[config.mk]
export PLATFORM = sky130hd
export DESIGN_NAME = pth_timer
export DESIGN_NICKNAME = d
export VERILOG_FILES = /design/src/design/pth_prescaler.v /design/src/design/pth_postscaler.v /design/src/design/pth_timer.v
export VERILOG_INCLUDE_DIRS = /design/src /design/src/design
export SDC_FILE = /design/constraint.sdc
export NUM_CORES = 1
export LEC_CHECK = 0
export ABC_AREA = 1
export BUFFER_PORTS_ARGS = -buffer_cell sky130_fd_sc_hd__buf_4
export CAP_MARGIN = 20
export CORE_MARGIN = 2
export CORE_UTILIZATION = 53
export CTS_CLUSTER_DIAMETER = 100
export DETAILED_ROUTE_END_ITERATION = 6
export PLACE_DENSITY_LB_ADDON = 0.08
export SLEW_MARGIN = 20
export SYNTH_ARGS = -nofsm -noshare
export SYNTH_HDL_FRONTEND = slang
export SYNTH_SLANG_ARGS = --single-unit
export TNS_END_PERCENT = 5
[constraint.sdc]
create_clock -name clock -period 2.9 [get_ports clock]
set_input_delay 0 -clock clock [delete_from_list [all_inputs] [get_ports clock]]
set_output_delay 0 -clock clock [all_outputs]
set_load 0.02 [all_outputs]
[src/design/pth_consts.vh]
// constants for the period timer with hardware limit
`ifndef PTH_CONSTS_VH
`define PTH_CONSTS_VH
`define PTH_CNT_RESET 8'h00
`define PTH_PER_RESET 8'hFF
`define PTH_MAJ_LSB 3
`define PTH_MAJ_MSB 4
`define PTH_OPT_LSB 0
`define PTH_OPT_MSB 2
`define PTH_MAJ_FREE 2'h0
`define PTH_MAJ_ONESHOT 2'h1
`define PTH_MAJ_MONO 2'h2
`define PTH_OPT_SWGATE 3'h0
`define PTH_OPT_GATE_HI 3'h1
`define PTH_OPT_GATE_LO 3'h2
`define PTH_OPT_ANY_EDGE 3'h3
`define PTH_OPT_RISE 3'h4
`define PTH_OPT_FALL 3'h5
`define PTH_OPT_LOW_RST 3'h6
`define PTH_OPT_HIGH_RST 3'h7
`define PTH_SRC_SEL_W 3
`endif

[src/design/pth_prescaler.v]
// programmable prescaler producing a one-cycle timer clock tick
`timescale 1ns/100ps
module pth_prescaler (
  clock,
  rst_n,
  clear,
  ratio_sel,
  tick_in,
  tick_out
);
  input wire clock;
  input wire rst_n;
  input wire clear;
  input wire [2:0] ratio_sel;
  input wire tick_in;
  output reg tick_out;

  reg [6:0] count_q;
  wire [6:0] limit;

  // ratio is 1:2^ratio_sel, 1:1 up to 1:128
  assign limit = (7'h01 << ratio_sel) - 7'h01;

  always @(posedge clock) begin
    if (!rst_n || clear) begin
      count_q <= 7'h00;
      tick_out <= 1'b0;
    end else if (tick_in) begin
      if (count_q >= limit) begin
        count_q <= 7'h00;
        tick_out <= 1'b1;
      end else begin
        count_q <= count_q + 7'h01;
        tick_out <= 1'b0;
      end
    end else begin
      tick_out <= 1'b0;
    end
  end
endmodule // pth_prescaler

[src/design/pth_postscaler.v]
// postscaler counting period matches and emitting the postscaled pulse
`timescale 1ns/100ps
module pth_postscaler (
  clock,
  rst_n,
  clear,
  postscale_select,
  match,
  hit
);
  input wire clock;
  input wire rst_n;
  input wire clear;
  input wire [3:0] postscale_select;
  input wire match;
  output reg hit;

  reg [3:0] count_q;

  always @(posedge clock) begin
    if (!rst_n || clear) begin
      count_q <= 4'h0;
      hit <= 1'b0;
    end else if (match) begin
      if (count_q >= postscale_select) begin
        count_q <= 4'h0;
        hit <= 1'b1;
      end else begin
        count_q <= count_q + 4'h1;
        hit <= 1'b0;
      end
    end else begin
      hit <= 1'b0;
    end
  end
endmodule // pth_postscaler

[src/design/pth_timer.v]
// top of the 8-bit period timer with hardware limit modes
// Function
// - count advances on each prescaler tick
// - match signals postscaler, clears count next
// - hardware gate halts and resumes counting
// - reset: count zero, period all ones
// - pre/postscalers clear on count/control writes, resets
// - control write keeps count value
// - postscale hit gives one-cycle pulse
// - one-shot clears run bit at match
// - one-shot ignores postscale select
// - monostable stops, keeps run, restarts externally
// - interrupt flag sticky, enabled, software cleared
// - prescaler sync bit resyncs tick
// - run sync bit selects run alignment
// - five-bit mode field selects behaviour
// - debug mode ignores external triggers
// - mode 00000 software gate
// - modes 00001/00010 hardware gates
// - modes 00011-00101 edge resets
// - modes 00110/00111 level resets
// - reset source chosen by select register
// - one-shot match clears run, count zero
// - monostable match stops at zero
// - edge start needs fresh edge after run
`timescale 1ns/100ps
`include "pth_consts.vh"
module pth_timer (
  clock,
  rst_n,
  timer_clock,
  ext_sources,
  reset_source_select,
  debug_mode,
  count_wr,
  count_wdata,
  period_wr,
  period_wdata,
  ctrl_wr,
  run_wdata,
  prescale_wdata,
  postscale_wdata,
  limit_wr,
  mode_wdata,
  prescaler_sync_wdata,
  run_sync_wdata,
  timer_irq_enable,
  irq_flag_clear,
  count_value,
  period_value,
  run_bit,
  mode_q,
  postscaled_pulse,
  irq_flag,
  irq
);
  input wire clock;
  input wire rst_n;
  input wire timer_clock;
  input wire [7:0] ext_sources;
  input wire [2:0] reset_source_select;
  input wire debug_mode;
  input wire count_wr;
  input wire [7:0] count_wdata;
  input wire period_wr;
  input wire [7:0] period_wdata;
  input wire ctrl_wr;
  input wire run_wdata;
  input wire [2:0] prescale_wdata;
  input wire [3:0] postscale_wdata;
  input wire limit_wr;
  input wire [4:0] mode_wdata;
  input wire prescaler_sync_wdata;
  input wire run_sync_wdata;
  input wire timer_irq_enable;
  input wire irq_flag_clear;
  output reg [7:0] count_value;
  output reg [7:0] period_value;
  output reg run_bit;
  output reg [4:0] mode_q;
  output reg postscaled_pulse;
  output reg irq_flag;
  output reg irq;

  // ----------------------------------------------------------------
  // configuration registers
  // ----------------------------------------------------------------
  reg [2:0] prescale_q;
  reg [3:0] postscale_select;
  reg prescaler_sync_bit;
  reg run_bit_sync;

  always @(posedge clock) begin
    if (!rst_n) begin
      prescale_q <= 3'h0;
      postscale_select <= 4'h0;
      mode_q <= 5'h00;
      prescaler_sync_bit <= 1'b0;
      run_bit_sync <= 1'b0;
    end else begin
      if (ctrl_wr) begin
        prescale_q <= prescale_wdata;
        postscale_select <= postscale_wdata;
      end
      if (limit_wr) begin
        mode_q <= mode_wdata;
        prescaler_sync_bit <= prescaler_sync_wdata;
        run_bit_sync <= run_sync_wdata;
      end
    end
  end

  wire [1:0] major = mode_q[`PTH_MAJ_MSB:`PTH_MAJ_LSB];
  wire [2:0] option = mode_q[`PTH_OPT_MSB:`PTH_OPT_LSB];

  // ----------------------------------------------------------------
  // timer clock edge and external reset signal
  // ----------------------------------------------------------------
  reg tclk_q;
  reg ers_q;
  wire tclk_rise = timer_clock & ~tclk_q;
  wire ers_raw = ext_sources[reset_source_select];
  // debug mode freezes the sampled level so no trigger is seen
  wire ext_reset_signal = debug_mode ? ers_q : ers_raw;
  wire ers_rise = ext_reset_signal & ~ers_q;
  wire ers_fall = ~ext_reset_signal & ers_q;

  always @(posedge clock) begin
    if (!rst_n) begin
      tclk_q <= 1'b0;
      ers_q <= 1'b0;
    end else begin
      tclk_q <= timer_clock;
      ers_q <= ext_reset_signal;
    end
  end

  // ----------------------------------------------------------------
  // prescaler and optional resync of its output
  // ----------------------------------------------------------------
  wire match = (count_value == period_value);
  wire ext_reset_evt;
  wire scaler_clear = count_wr | ctrl_wr | ext_reset_evt;
  wire pre_tick;
  reg pre_tick_q;

  pth_prescaler u_pre (
    .clock(clock),
    .rst_n(rst_n),
    .clear(scaler_clear),
    .ratio_sel(prescale_q),
    .tick_in(tclk_rise),
    .tick_out(pre_tick)
  );

  always @(posedge clock) begin
    if (!rst_n)
      pre_tick_q <= 1'b0;
    else
      pre_tick_q <= pre_tick;
  end

  // an extra register stage aligns the tick to the instruction clock
  wire tick = prescaler_sync_bit ? pre_tick_q : pre_tick;

  // ----------------------------------------------------------------
  // run bit alignment
  // ----------------------------------------------------------------
  reg run_eff_q;
  always @(posedge clock) begin
    if (!rst_n)
      run_eff_q <= 1'b0;
    else if (!run_bit_sync || tclk_rise)
      run_eff_q <= run_bit;
  end
  // with timer clock alignment run takes effect at the next input edge, whose tick already follows the new run value
  wire run_ok = run_eff_q;

  // ----------------------------------------------------------------
  // mode decode
  // ----------------------------------------------------------------
  wire is_free = (major == `PTH_MAJ_FREE);
  wire is_one = (major == `PTH_MAJ_ONESHOT);
  wire is_mono = (major == `PTH_MAJ_MONO);
  wire edge_rst_req = (option == `PTH_OPT_ANY_EDGE) ? (ers_rise | ers_fall) :
    (option == `PTH_OPT_RISE) ? ers_rise :
    (option == `PTH_OPT_FALL) ? ers_fall : 1'b0;
  reg gate_ok;
  reg lvl_reset;
  reg start_edge;

  always @* begin
    gate_ok = 1'b1;
    lvl_reset = 1'b0;
    start_edge = 1'b0;
    if (is_free) begin
      case (option)
        `PTH_OPT_GATE_HI: gate_ok = ext_reset_signal;
        `PTH_OPT_GATE_LO: gate_ok = ~ext_reset_signal;
        `PTH_OPT_LOW_RST: lvl_reset = ~ext_reset_signal;
        `PTH_OPT_HIGH_RST: lvl_reset = ext_reset_signal;
        default: gate_ok = 1'b1;
      endcase
    end else if (is_one || is_mono) begin
      case (option)
        3'h1, 3'h4, 3'h6: start_edge = ers_rise;
        3'h2, 3'h5, 3'h7: start_edge = ers_fall;
        3'h3: start_edge = ers_rise | ers_fall;
        default: start_edge = 1'b0;
      endcase
      if (is_one && option == `PTH_OPT_LOW_RST)
        lvl_reset = ~ext_reset_signal;
      if (is_one && option == `PTH_OPT_HIGH_RST)
        lvl_reset = ext_reset_signal;
    end
  end

  wire edge_reset = is_free ? edge_rst_req :
    (is_one && (option == `PTH_OPT_RISE || option == `PTH_OPT_FALL)) ?
    edge_rst_req : 1'b0;
  assign ext_reset_evt = edge_reset | lvl_reset;
  wire sw_start = (option == `PTH_OPT_SWGATE);

  // ----------------------------------------------------------------
  // armed state for one-shot and monostable
  // ----------------------------------------------------------------
  reg armed_q;
  reg run_prev_q;
  always @(posedge clock) begin
    if (!rst_n) begin
      armed_q <= 1'b0;
      run_prev_q <= 1'b0;
    end else begin
      run_prev_q <= run_ok;
      if (!run_ok)
        armed_q <= 1'b0;
      else if (tick && match && !is_free)
        armed_q <= 1'b0;
      else if ((sw_start && is_one && !run_prev_q) || start_edge)
        armed_q <= 1'b1;
    end
  end

  wire counting = run_ok && gate_ok && !lvl_reset &&
    (is_free || armed_q);

  // ----------------------------------------------------------------
  // count, period and run bit
  // ----------------------------------------------------------------
  always @(posedge clock) begin
    if (!rst_n) begin
      count_value <= `PTH_CNT_RESET;
      period_value <= `PTH_PER_RESET;
    end else begin
      if (period_wr)
        period_value <= period_wdata;
      if (count_wr)
        count_value <= count_wdata;
      else if (ext_reset_evt)
        count_value <= `PTH_CNT_RESET;
      else if (counting && tick) begin
        if (match)
          count_value <= `PTH_CNT_RESET;
        else
          count_value <= count_value + 8'h01;
      end
      // ctrl_wr alone never touches the count
    end
  end

  always @(posedge clock) begin
    if (!rst_n)
      run_bit <= 1'b0;
    else if (ctrl_wr)
      run_bit <= run_wdata;
    else if (is_one && counting && tick && match)
      run_bit <= 1'b0;
  end

  // ----------------------------------------------------------------
  // postscaler, output pulse and interrupt
  // ----------------------------------------------------------------
  wire post_hit;
  wire [3:0] post_sel = is_one ? 4'h0 : postscale_select;

  pth_postscaler u_post (
    .clock(clock),
    .rst_n(rst_n),
    .clear(scaler_clear),
    .postscale_select(post_sel),
    .match(counting && tick && match),
    .hit(post_hit)
  );

  always @(posedge clock) begin
    if (!rst_n) begin
      postscaled_pulse <= 1'b0;
      irq_flag <= 1'b0;
      irq <= 1'b0;
    end else begin
      postscaled_pulse <= post_hit;
      if (post_hit)
        irq_flag <= 1'b1;
      else if (irq_flag_clear)
        irq_flag <= 1'b0;
      irq <= (irq_flag | post_hit) & timer_irq_enable;
    end
  end
endmodule // pth_timer

==> results of run 1 <==
==> area by class of cell <==
type | instances | area [um^2] | share of cell area
clock buffers | 7 | 86.3 | 0.0209
clock inverters | 1 | 30.0 | 0.00728
inverters | 58 | 218 | 0.0528
multi-input cells | 323 | 1670 | 0.404
flip-flops and latches | 53 | 1060 | 0.257
well taps | 72 | 90.1 | 0.0219
repair buffers | 116 | 971 | 0.236
==> metal layers <==
| layer | track usage | up-vias | part of all wire |
|---|---|---|---|
| li1 | - | 1652 | - |
| met2 | 0.481 | 97 | 0.52 |
| met5 | 0 | - | 0 |
| met4 | 0.0810 | 0 | 0.016 |
| met1 | 0.297 | 1467 | 0.41 |
| met3 | 0.0477 | 17 | 0.051 |
==> through the flow <==
step,std cells,util
floorplan,443,-
global placement,582,0.659
detailed placement,582,0.659
CTS,630,0.753
global route,630,0.753
finish,630,0.753
==> report_power, final <==
group / switching (mW) / internal (mW)
Clock: 0.250 / 0.282
Combinational: 0.230 / 0.204
Sequential: 0.0386 / 0.766
Total: 0.519 / 1.25
==> cells in the mapped netlist (all sizes together), types with 3 or more instances <==
library cell,instances,share of area
clkbuf,6,0.0075
nor3b,3,0.0075
o21ai,35,0.059
dfxtp,53,0.36
buf,3,0.0067
a21oi,29,0.052
xor2,5,0.015
nand2,114,0.15
nand4,7,0.015
inv,57,0.072
ha,19,0.080
nor3,12,0.022
nor2,54,0.070
nand3,30,0.055
or2,6,0.013
==> how the worst min path moves through the flow <==
stage	startpoint	end	slack, ns	cells after the start
after floorplan	timer_clock	tclk_q	0.09	2
after global placement	timer_clock	tclk_q	0.19	3
after detailed placement	timer_clock	tclk_q	0.19	3
after CTS	ctrl_wr	postscale_select[2]	0.0001	3
after global routing	prescale_wdata[1]	prescale_q[1]	0.01	3
final	ctrl_wr	postscale_select[3]	0.003	3
==> worst min-delay path: cells and delay by family <==
kind	cells	cell delay, ns
compound gates	1	0.08
buf+inv	1	0.13
simple gates	1	0.08
==> sequential cells by signal, summed over array words and instances, names as in the netlist, 3 cells and up <==
signal / count
period_value: 8
u_pre.count_q: 7
mode_q: 5
u_post.count_q: 4
count_value: 8
postscale_select: 4
prescale_q: 3
==> cells by family (layout without fill, tap and decap cells) <==
family          Yosys count  after routing
compound gates           67             67
xor+xnor                  6              6
mux                       1              1
buf+inv                  67            182
simple gates            230            230
flops                    53             53
fa+ha+maj                19             19
==> timing repair <==
item / 4_1_cts / 5_1_grt
setup endpoints to repair: 0 / 0
gates resized for setup: 0 / 0
hold buffers: 40 / 0
hold endpoints to repair: 24 / 0
==> results.toml, run 1 <==
[critical_path]
end_kind = "register"
crit_path_top_delay_cell = "dlygate4sd3_1"
critPathBufInv = 3
cp.arrival_ns = 2.75
max_stage_delay_ns = 0.57
ff2ff_setup_slack_ns = 0.36
critPathLaunch = "count_value[3]"
reg2reg_from = "count_value[3]"
path_cells = "inv_1, nand2_1, nand4_1, nor2_1, nand2_1, inv_1, nand2_1, nor2_4, nand2_1, nand2_1, a21oi_1, dlygate4sd3_1"
cp-start-kind = "register"
r2r-end = "run_bit"
endpoint = "run_bit"
path_depth = 12
crit_type = "reg -> reg"
cpMostUsedCell = "nand2_1"
cp_max_fo = 8
cp.required_ns = 3.11
cp_top_family = "simple AND/OR/NAND/NOR gates"
r2r_cells = 12

[synthesis]
synth_compound_area_frac = 0.119
synth_seq_cells = 53
postSynthNetCount = 514
synthMuxAreaShare = 0.00335
syn_area_um2 = 2990
synth_cell_type_count = 34
syn_avg_cell_area_um2 = 6.74
ys_warn_count = 0
synthArstFlopShare = 0
synth_xor_area_frac = 0.0176
synth_cells = 443
ys_seq_area_frac = 0.355
synthAdderAreaFrac = 0.0796
yosys.area_share.simple = 0.338
synth-edff-count = 0
synth_top_family_by_area = "simple AND/OR/NAND/NOR gates"
synthFlopType = "dfxtp_1"

[place]
hpwl_um = 5290
dp_slack_ns = 0.541
dpl_cell_area_um2 = 3610
finalWeightedCongestion = 0.850
io_buffers = 76

[power]
total_power_mw = 1.77
power.leakage_nw = 1.96
power_density_nw_per_um2 = 430
vdd.ir_drop.worst_mv = 0.277

[cells_and_area]
nNetsFinal = 628
antenna_cells = 0
final_common_cell = "nand2_1"
postLayoutCellArea_um2 = 4120
layout_common_cells = "nand2_1 (111), buf_4 (76), inv_1 (55)"
nFillCells = 446
drive_above_1_share = 0.179
synthToLayoutAreaGrowth_pct = 38.0

[clock_network]
cts_sinks = 53
clockBufferDepth = 2
tritoncts = "built"
numCtsBuffers = 5
path_clk_slew_ns = 0.10
postCtsSetupRepairBufs = 0
clk_latency_ns = 0.32
clock_tree.root_cell = "clkbuf_8"
h-tree-depth = 2

[die]
core_um2 = 5470
die_y_um = 79.1
die_w_um = 79.1
rows = 27
io_pins = 77
start_util = 0.546
dieArea_um2 = 6250

[timing]
relSlewSlack = 0.709
hold_ws_ns = 0.00289
drv_slew = 0
tightestPinTransition_ns = 0.434
fin_skew_ns = 0.00823
rsz0062_at_grt = "false"
setup_viol = 0
fin_setup_tns_ns = 0
fin_crit_sh = 0.876
finalHoldViolations = 0
fmax_ghz = 0.394
finalCriticalPeriod_ns = 2.54
finalWorstSetupSlack_ns = 0.359

[detailed_routing]
via_per_inst = 5.13
drtPass1Iterations = 5
drtIter0Drc = 201
drc_errors = 0
antenna_left = 0
wl_per_cell_um = 12.2
routed_wl_um = 7670
vias = 3233

[grt]
grt_overflow_total = 0
grt_start_max_net_pins = 32
grt_pass1_wl_um = 13000
antenna_found_initial = 0
grt_usage = 0.258
grt_pass1_vias = 3065

[flow_run]
drv_cap = 0

[run_status]
status = "completed"

[worst_hold_path]
hold_path_class = "in -> reg"
(Power assumes the default switching activity.)
==> run 2: changes to the inputs <==
ABC_AREA = unset   (was 1)
==> run 2 against run 1 <==
  * Critical path depth shrank 3
  * Power decreased by 5.3%
  * Largest power group unchanged
  * Non-clock buffer count unchanged
  * Register-to-register slack got worse by 0.20 ns
  * Count of clock-buffer cells in the layout decreased by 2
==> results.toml, run 2 <==
[run_status]
status = "completed"

[timing]
drv_slew = 0
finalHoldViolations = 0
finalCriticalPeriod_ns = 2.74
fmax_ghz = 0.365
rsz0062_at_grt = "false"
setup_viol = 0
fin_setup_tns_ns = 0
relSlewSlack = 0.586
tightestPinTransition_ns = 0.620
finalWorstSetupSlack_ns = 0.159
fin_skew_ns = 0.0111
fin_crit_sh = 0.945

[die]
dieArea_um2 = 6330
io_pins = 77
die_w_um = 79.6
die_y_um = 79.6
core_um2 = 5510
start_util = 0.549
rows = 27

[synthesis]
synthMuxAreaShare = 0.106
synthAdderAreaFrac = 0.0786
synth_top_area_share = 0.351
synth_top_family_by_area = "compound AO/OA/AOI/OAI gates"
synthFlopType = "dfxtp_1"
synth_compound_area_frac = 0.185
syn_avg_cell_area_um2 = 8.90
synth-edff-count = 0
yosys.area_share.simple = 0.183
syn_area_um2 = 3030
synth_cells = 340
postSynthNetCount = 411
ys_warn_count = 0
synth_xor_area_frac = 0.0554
synth_seq_cells = 53
synth_cell_type_count = 57
netlist_top_cells_area = "dfxtp_1 (35%), ha_1 (7.9%), mux2i_1 (7.3%), nor2_1 (4.2%), nand2_1 (4.1%)"
yosysTopAreaCell = "dfxtp_1"
yosys-top-cells-count = "dfxtp_1 (53), nor2_1 (34), nand2_1 (33)"
synthArstFlopShare = 0
ys_seq_area_frac = 0.351
synth.most_common_cell = "dfxtp_1"

[clock_network]
clock_tree.root_cell = "clkbuf_8"
path_clk_slew_ns = 0.10
cts_sinks = 53
h-tree-depth = 2
clockBufferDepth = 2
clk_latency_ns = 0.30
numCtsBuffers = 5
tritoncts = "built"

[grt]
grt_overflow_total = 0
antenna_found_initial = 0
grt_usage = 0.245
grt_pass1_vias = 2773
grt_start_max_net_pins = 24
grt_pass1_wl_um = 12600

[detailed_routing]
wl_per_cell_um = 14.1
drtPass1Iterations = 4
drc_errors = 0
drtIter0Drc = 120
antenna_left = 0
vias = 2838
routed_wl_um = 7340
via_per_inst = 5.46

[critical_path]
crit_path_top_delay_cell = "dfxtp_1"
cp-start-kind = "register"
crit_type = "reg -> reg"
cp.arrival_ns = 2.95
cp_max_fo = 7
ff2ff_setup_slack_ns = 0.16
r2r_cells = 9
max_stage_delay_ns = 0.38
r2r-end = "u_pre.count_q[5]"
path_cells = "or3_1, ha_1, xor2_1, ha_1, a21o_1, a21o_1, a211oi_1, o21bai_2, a221oi_1"
end_kind = "register"
cp_top_family = "compound AO/OA/AOI/OAI gates"
critPathBufInv = 0
cp.required_ns = 3.10
reg2reg_from = "prescale_q[1]"

[cells_and_area]
final_util = 0.749
nNetsFinal = 518
postLayoutCellArea_um2 = 4120
antenna_cells = 0
drive_above_1_share = 0.223
synthToLayoutAreaGrowth_pct = 36.3
layout_common_cells = "buf_4 (80), dfxtp_1 (53), dlygate4sd3_1 (36)"
reg_top3 = "count_value x8, period_value x8, u_pre.count_q x7"
final_common_cell = "buf_4"

[power]
power_density_nw_per_um2 = 407
power.leakage_nw = 1.76
total_power_mw = 1.68
vdd.ir_drop.worst_mv = 0.319

[place]
hpwl_um = 4980
finalWeightedCongestion = 0.825
io_buffers = 76
dp_slack_ns = 0.0767
dpl_cell_area_um2 = 3640

[worst_hold_path]
hold_path_class = "in -> reg"
holdCritStartpoint = "rst_n"
hold_depth = 2
min_to = "period_value[1]"

[flow_run]
drv_cap = 0
run 2: cell types whose count changed after synthesis, moves of 9 or more:
cell,delta
inv_1,-42
nand2b_1,+9
nand2_1,-78
mux2i_1,+21
nand3_1,-20
nor3_1,-9
o21ai_0,-22
nor2_1,-19
run 2: kinds of logic (layout without fill, tap and decap cells):
kind of cell / Yosys count / after routing
AOI/OAI and AO/OA: 81 / 81
and+or+nand+nor: 113 / 113
xor gates and xnor gates: 17 / 17
adders and majority gates: 19 / 19
muxes: 27 / 27
buffers and inverters: 30 / 138
DFF: 53 / 53
run 2: final cells by class:
cell class / instances / area [um^2]
Multi-Input combinational cell: 257 / 1840
Fill cell: 420 / 1380
Sequential cell: 53 / 1060
Timing Repair Buffer: 116 / 961
Tap cell: 72 / 90.1
Clock buffer: 5 / 68.8
Inverter: 14 / 52.6
Clock inverter: 3 / 46.3
run 2: where the power goes:
group / switching [mW] / internal, mW
registers: 0.0381 / 0.757
logic: 0.175 / 0.203
clock network: 0.245 / 0.259
run 2: stage by stage:
stage | hold slack, ns | instances
2_1_floorplan | 0.122 | 340
3_3_place_gp | 0.215 | 476
3_5_place_dp | 0.221 | 476
4_1_cts | 0.0000123 | 520
5_1_grt | 0.00104 | 520
6_report | 0.000386 | 520
run 2: how the worst max path moves through the flow:
stage | to | cells past startpoint | startpoint
floorplan | u_pre.count_q[2] | 12 | reset_source_select[1]
global placement | count_value[3] | 12 | reset_source_select[1]
detailed placement | count_value[0] | 13 | reset_source_select[1]
CTS | u_pre.count_q[5] | 9 | prescale_q[1]
global route | u_pre.count_q[5] | 9 | prescale_q[1]
finish | u_pre.count_q[5] | 9 | prescale_q[1]
run 2: timing repair:
action	CTS	global route
hold buffers	36	0
resized for setup	0	1
endpoints found under the hold margin	29	0
setup endpoints to repair	0	2
buffers inserted	0	0
run 2: layer usage:
metal  track usage  up-vias  routed length (um)
met2         0.422       77                3530
met1         0.324     1335                3360
met3        0.0351        6                 372
met5             0        -                   0
met4        0.0569        0                  77
li1              -     1420                   -
==> run 3: changes to the inputs <==
--- a/constraint.sdc
+++ b/constraint.sdc
@@ -3,2 +3,2 @@
 set_output_delay 0 -clock clock [all_outputs]
-set_load 0.02 [all_outputs]
+set_load 0.1 [all_outputs]
==> run 3 against run 2 <==
  * Via count rose by 0.92%
  * Critical path type unchanged
  * Largest power group unchanged
  * Flip-flop and latch count did not move
  * Count of clock-buffer cells in the layout rose by 1
  * Critical endpoint unchanged
  * Register-to-register slack improved by 0.07 ns
==> results.toml, run 3 (synthesis results as in run 2) <==
[flow_run]
drv_cap = 0

[die]
die_y_um = 79.6
start_util = 0.549
io_pins = 77
dieArea_um2 = 6330
rows = 27
die_w_um = 79.6
core_um2 = 5510

[timing]
setup_viol = 0
finalCriticalPeriod_ns = 2.67
tightestPinTransition_ns = 0.610
relSlewSlack = 0.593
hold_ws_ns = 0.0103
fin_setup_tns_ns = 0
fin_skew_ns = 0.00750
fmax_ghz = 0.374
finalHoldViolations = 0
fin_crit_sh = 0.921
drv_slew = 0
rsz0062_at_grt = "false"

[critical_path]
r2r_cells = 9
reg2reg_from = "prescale_q[1]"
cp-start-kind = "register"
ff2ff_setup_slack_ns = 0.23
critPathBufInv = 0
max_stage_delay_ns = 0.38
r2r-end = "u_pre.count_q[5]"
cp.required_ns = 3.12
cp_top_family = "compound AO/OA/AOI/OAI gates"
crit_type = "reg -> reg"
cp.arrival_ns = 2.89
path_cells = "or3_1, ha_1, xor2_1, ha_1, a21o_1, a21o_1, a211oi_2, o21bai_2, a221oi_1"
cp_max_fo = 7
crit_path_top_delay_cell = "dfxtp_1"
end_kind = "register"

[worst_hold_path]
min_to = "irq_flag"
holdCritStartpoint = "irq_flag_clear"
hold_path_class = "in -> reg"
hold_depth = 4

[power]
seq_power_share = 0.464
internal_power_mw = 1.14
power.leakage_nw = 1.75
comb_power_share = 0.292
p_sw_frac = 0.336
switchingPower_uw = 574
vdd.ir_drop.worst_mv = 0.248
clkPwrFrac = 0.243
power_density_nw_per_um2 = 413

[cells_and_area]
multi_input_area_um2 = 1850
drive_above_1_share = 0.226
reg_top3 = "count_value x8, period_value x8, u_pre.count_q x7"
final_common_cell = "buf_4"
nFillCells = 441
ff_latch_area_um2 = 1060
nNetsFinal = 522
synthToLayoutAreaGrowth_pct = 36.9
instances_no_fill = 525
layout_common_cells = "buf_4 (81), dfxtp_1 (52), dlygate4sd3_1 (39)"

[detailed_routing]
routed_wl_um = 7520
drtPass1Iterations = 4
wl_met2_um = 3860
met1Wirelength_um = 3110
wl_met3_um = 459
vias = 2864
via_per_inst = 5.46
highest_layer = "met4"
drc_errors = 0
wl_per_cell_um = 14.3
drtIter0Drc = 218
antenna_left = 0

[clock_network]
path_clk_slew_ns = 0.10
h-tree-depth = 2
clockBufferDepth = 2
cts_sinks = 53
clk_latency_ns = 0.30
numCtsBuffers = 5
postCtsSetupRepairBufs = 0
tritoncts = "built"
clock_tree.root_cell = "clkbuf_8"

[grt]
grt_pass1_wl_um = 12500
grt_usage = 0.246
grt_start_max_net_pins = 24
grt_pass1_vias = 2763
antenna_found_initial = 0
grt_overflow_total = 0

[place]
dp.cells = 477
hpwl_um = 5170
io_buffers = 76
finalWeightedCongestion = 0.823

[run_status]
status = "completed"
-- run 3: cell types whose count changed in the layout (fill, tap and decap cells not counted), sizes merged --
| cell | delta |
|---|---|
| clkbuf | +1 |
| diode | +1 |
| clkinv | -1 |
| buf | +1 |
| bufinv | -1 |
| dlygate4sd3 | +3 |
| clkinvlp | +1 |
-- run 3: stage by stage --
| stage | util | area [um^2] | total power [mW] | worst slack (ns) |
|---|---|---|---|---|
| CTS | 0.750 | 4130 | 1.71 | 0.113 |
| global route | 0.752 | 4140 | 1.80 | 0.0333 |
| global placement | 0.663 | 3650 | 1.25 | 0.143 |
| finish | 0.752 | 4140 | 1.71 | 0.230 |
| floorplan | - | 3030 | 1.13 | 0.0980 |
| detailed placement | 0.663 | 3650 | 1.26 | 0.0437 |
-- run 3: area by class of cell --
type	count	area share
antenna	1	0.000604
multi-input combinational	257	0.446
sequential	53	0.256
tap	72	0.0217
inverter	14	0.0127
timing repair buffer	120	0.241
clock inverter	2	0.00362
clock buffer	6	0.0175
-- run 3: repair_timing --
item	in CTS	in global routing
gates resized for setup	0	2
endpoints found under the setup margin	0	4
endpoints found under the hold margin	28	0
hold buffers	39	0
-- run 3: per-layer routing --
metal	global-route usage	up-vias
met2	0.440	91
met5	0	-
met4	0.0810	0
met1	0.292	1335
met3	0.0509	8
li1	-	1430
-- run 3: power by group through the flow --
| stage | Combinational, mW | Clock [mW] | Sequential (mW) |
|---|---|---|---|
| finish | 0.500 | 0.416 | 0.795 |
| global route | 0.538 | 0.460 | 0.800 |
| CTS | 0.493 | 0.427 | 0.794 |
| detailed placement | 0.449 | 0 | 0.811 |
| global placement | 0.438 | 0 | 0.810 |
| floorplan | 0.198 | 0 | 0.929 |
-- run 3: worst register-to-register path, delay by kind of cell, from the launching register on --
kind | cells | cell delay (ns)
compound gates | 5 | 1.09
xor+xnor | 1 | 0.19
fa+ha+maj | 2 | 0.57
flops | 1 | 0.38
simple gates | 1 | 0.38
-- run 3: how the worst max path moves through the flow --
stage / startpoint / to / slack, ns / cells past startpoint
after floorplan: mode_q[3] / u_post.count_q[2] / 0.1 / 10
after global placement: reset_source_select[1] / count_value[3] / 0.14 / 12
after detailed placement: reset_source_select[1] / count_value[0] / 0.04 / 13
after CTS: prescale_q[1] / u_pre.count_q[5] / 0.11 / 9
after global routing: prescale_q[1] / u_pre.count_q[5] / 0.03 / 9
final: prescale_q[1] / u_pre.count_q[5] / 0.23 / 9
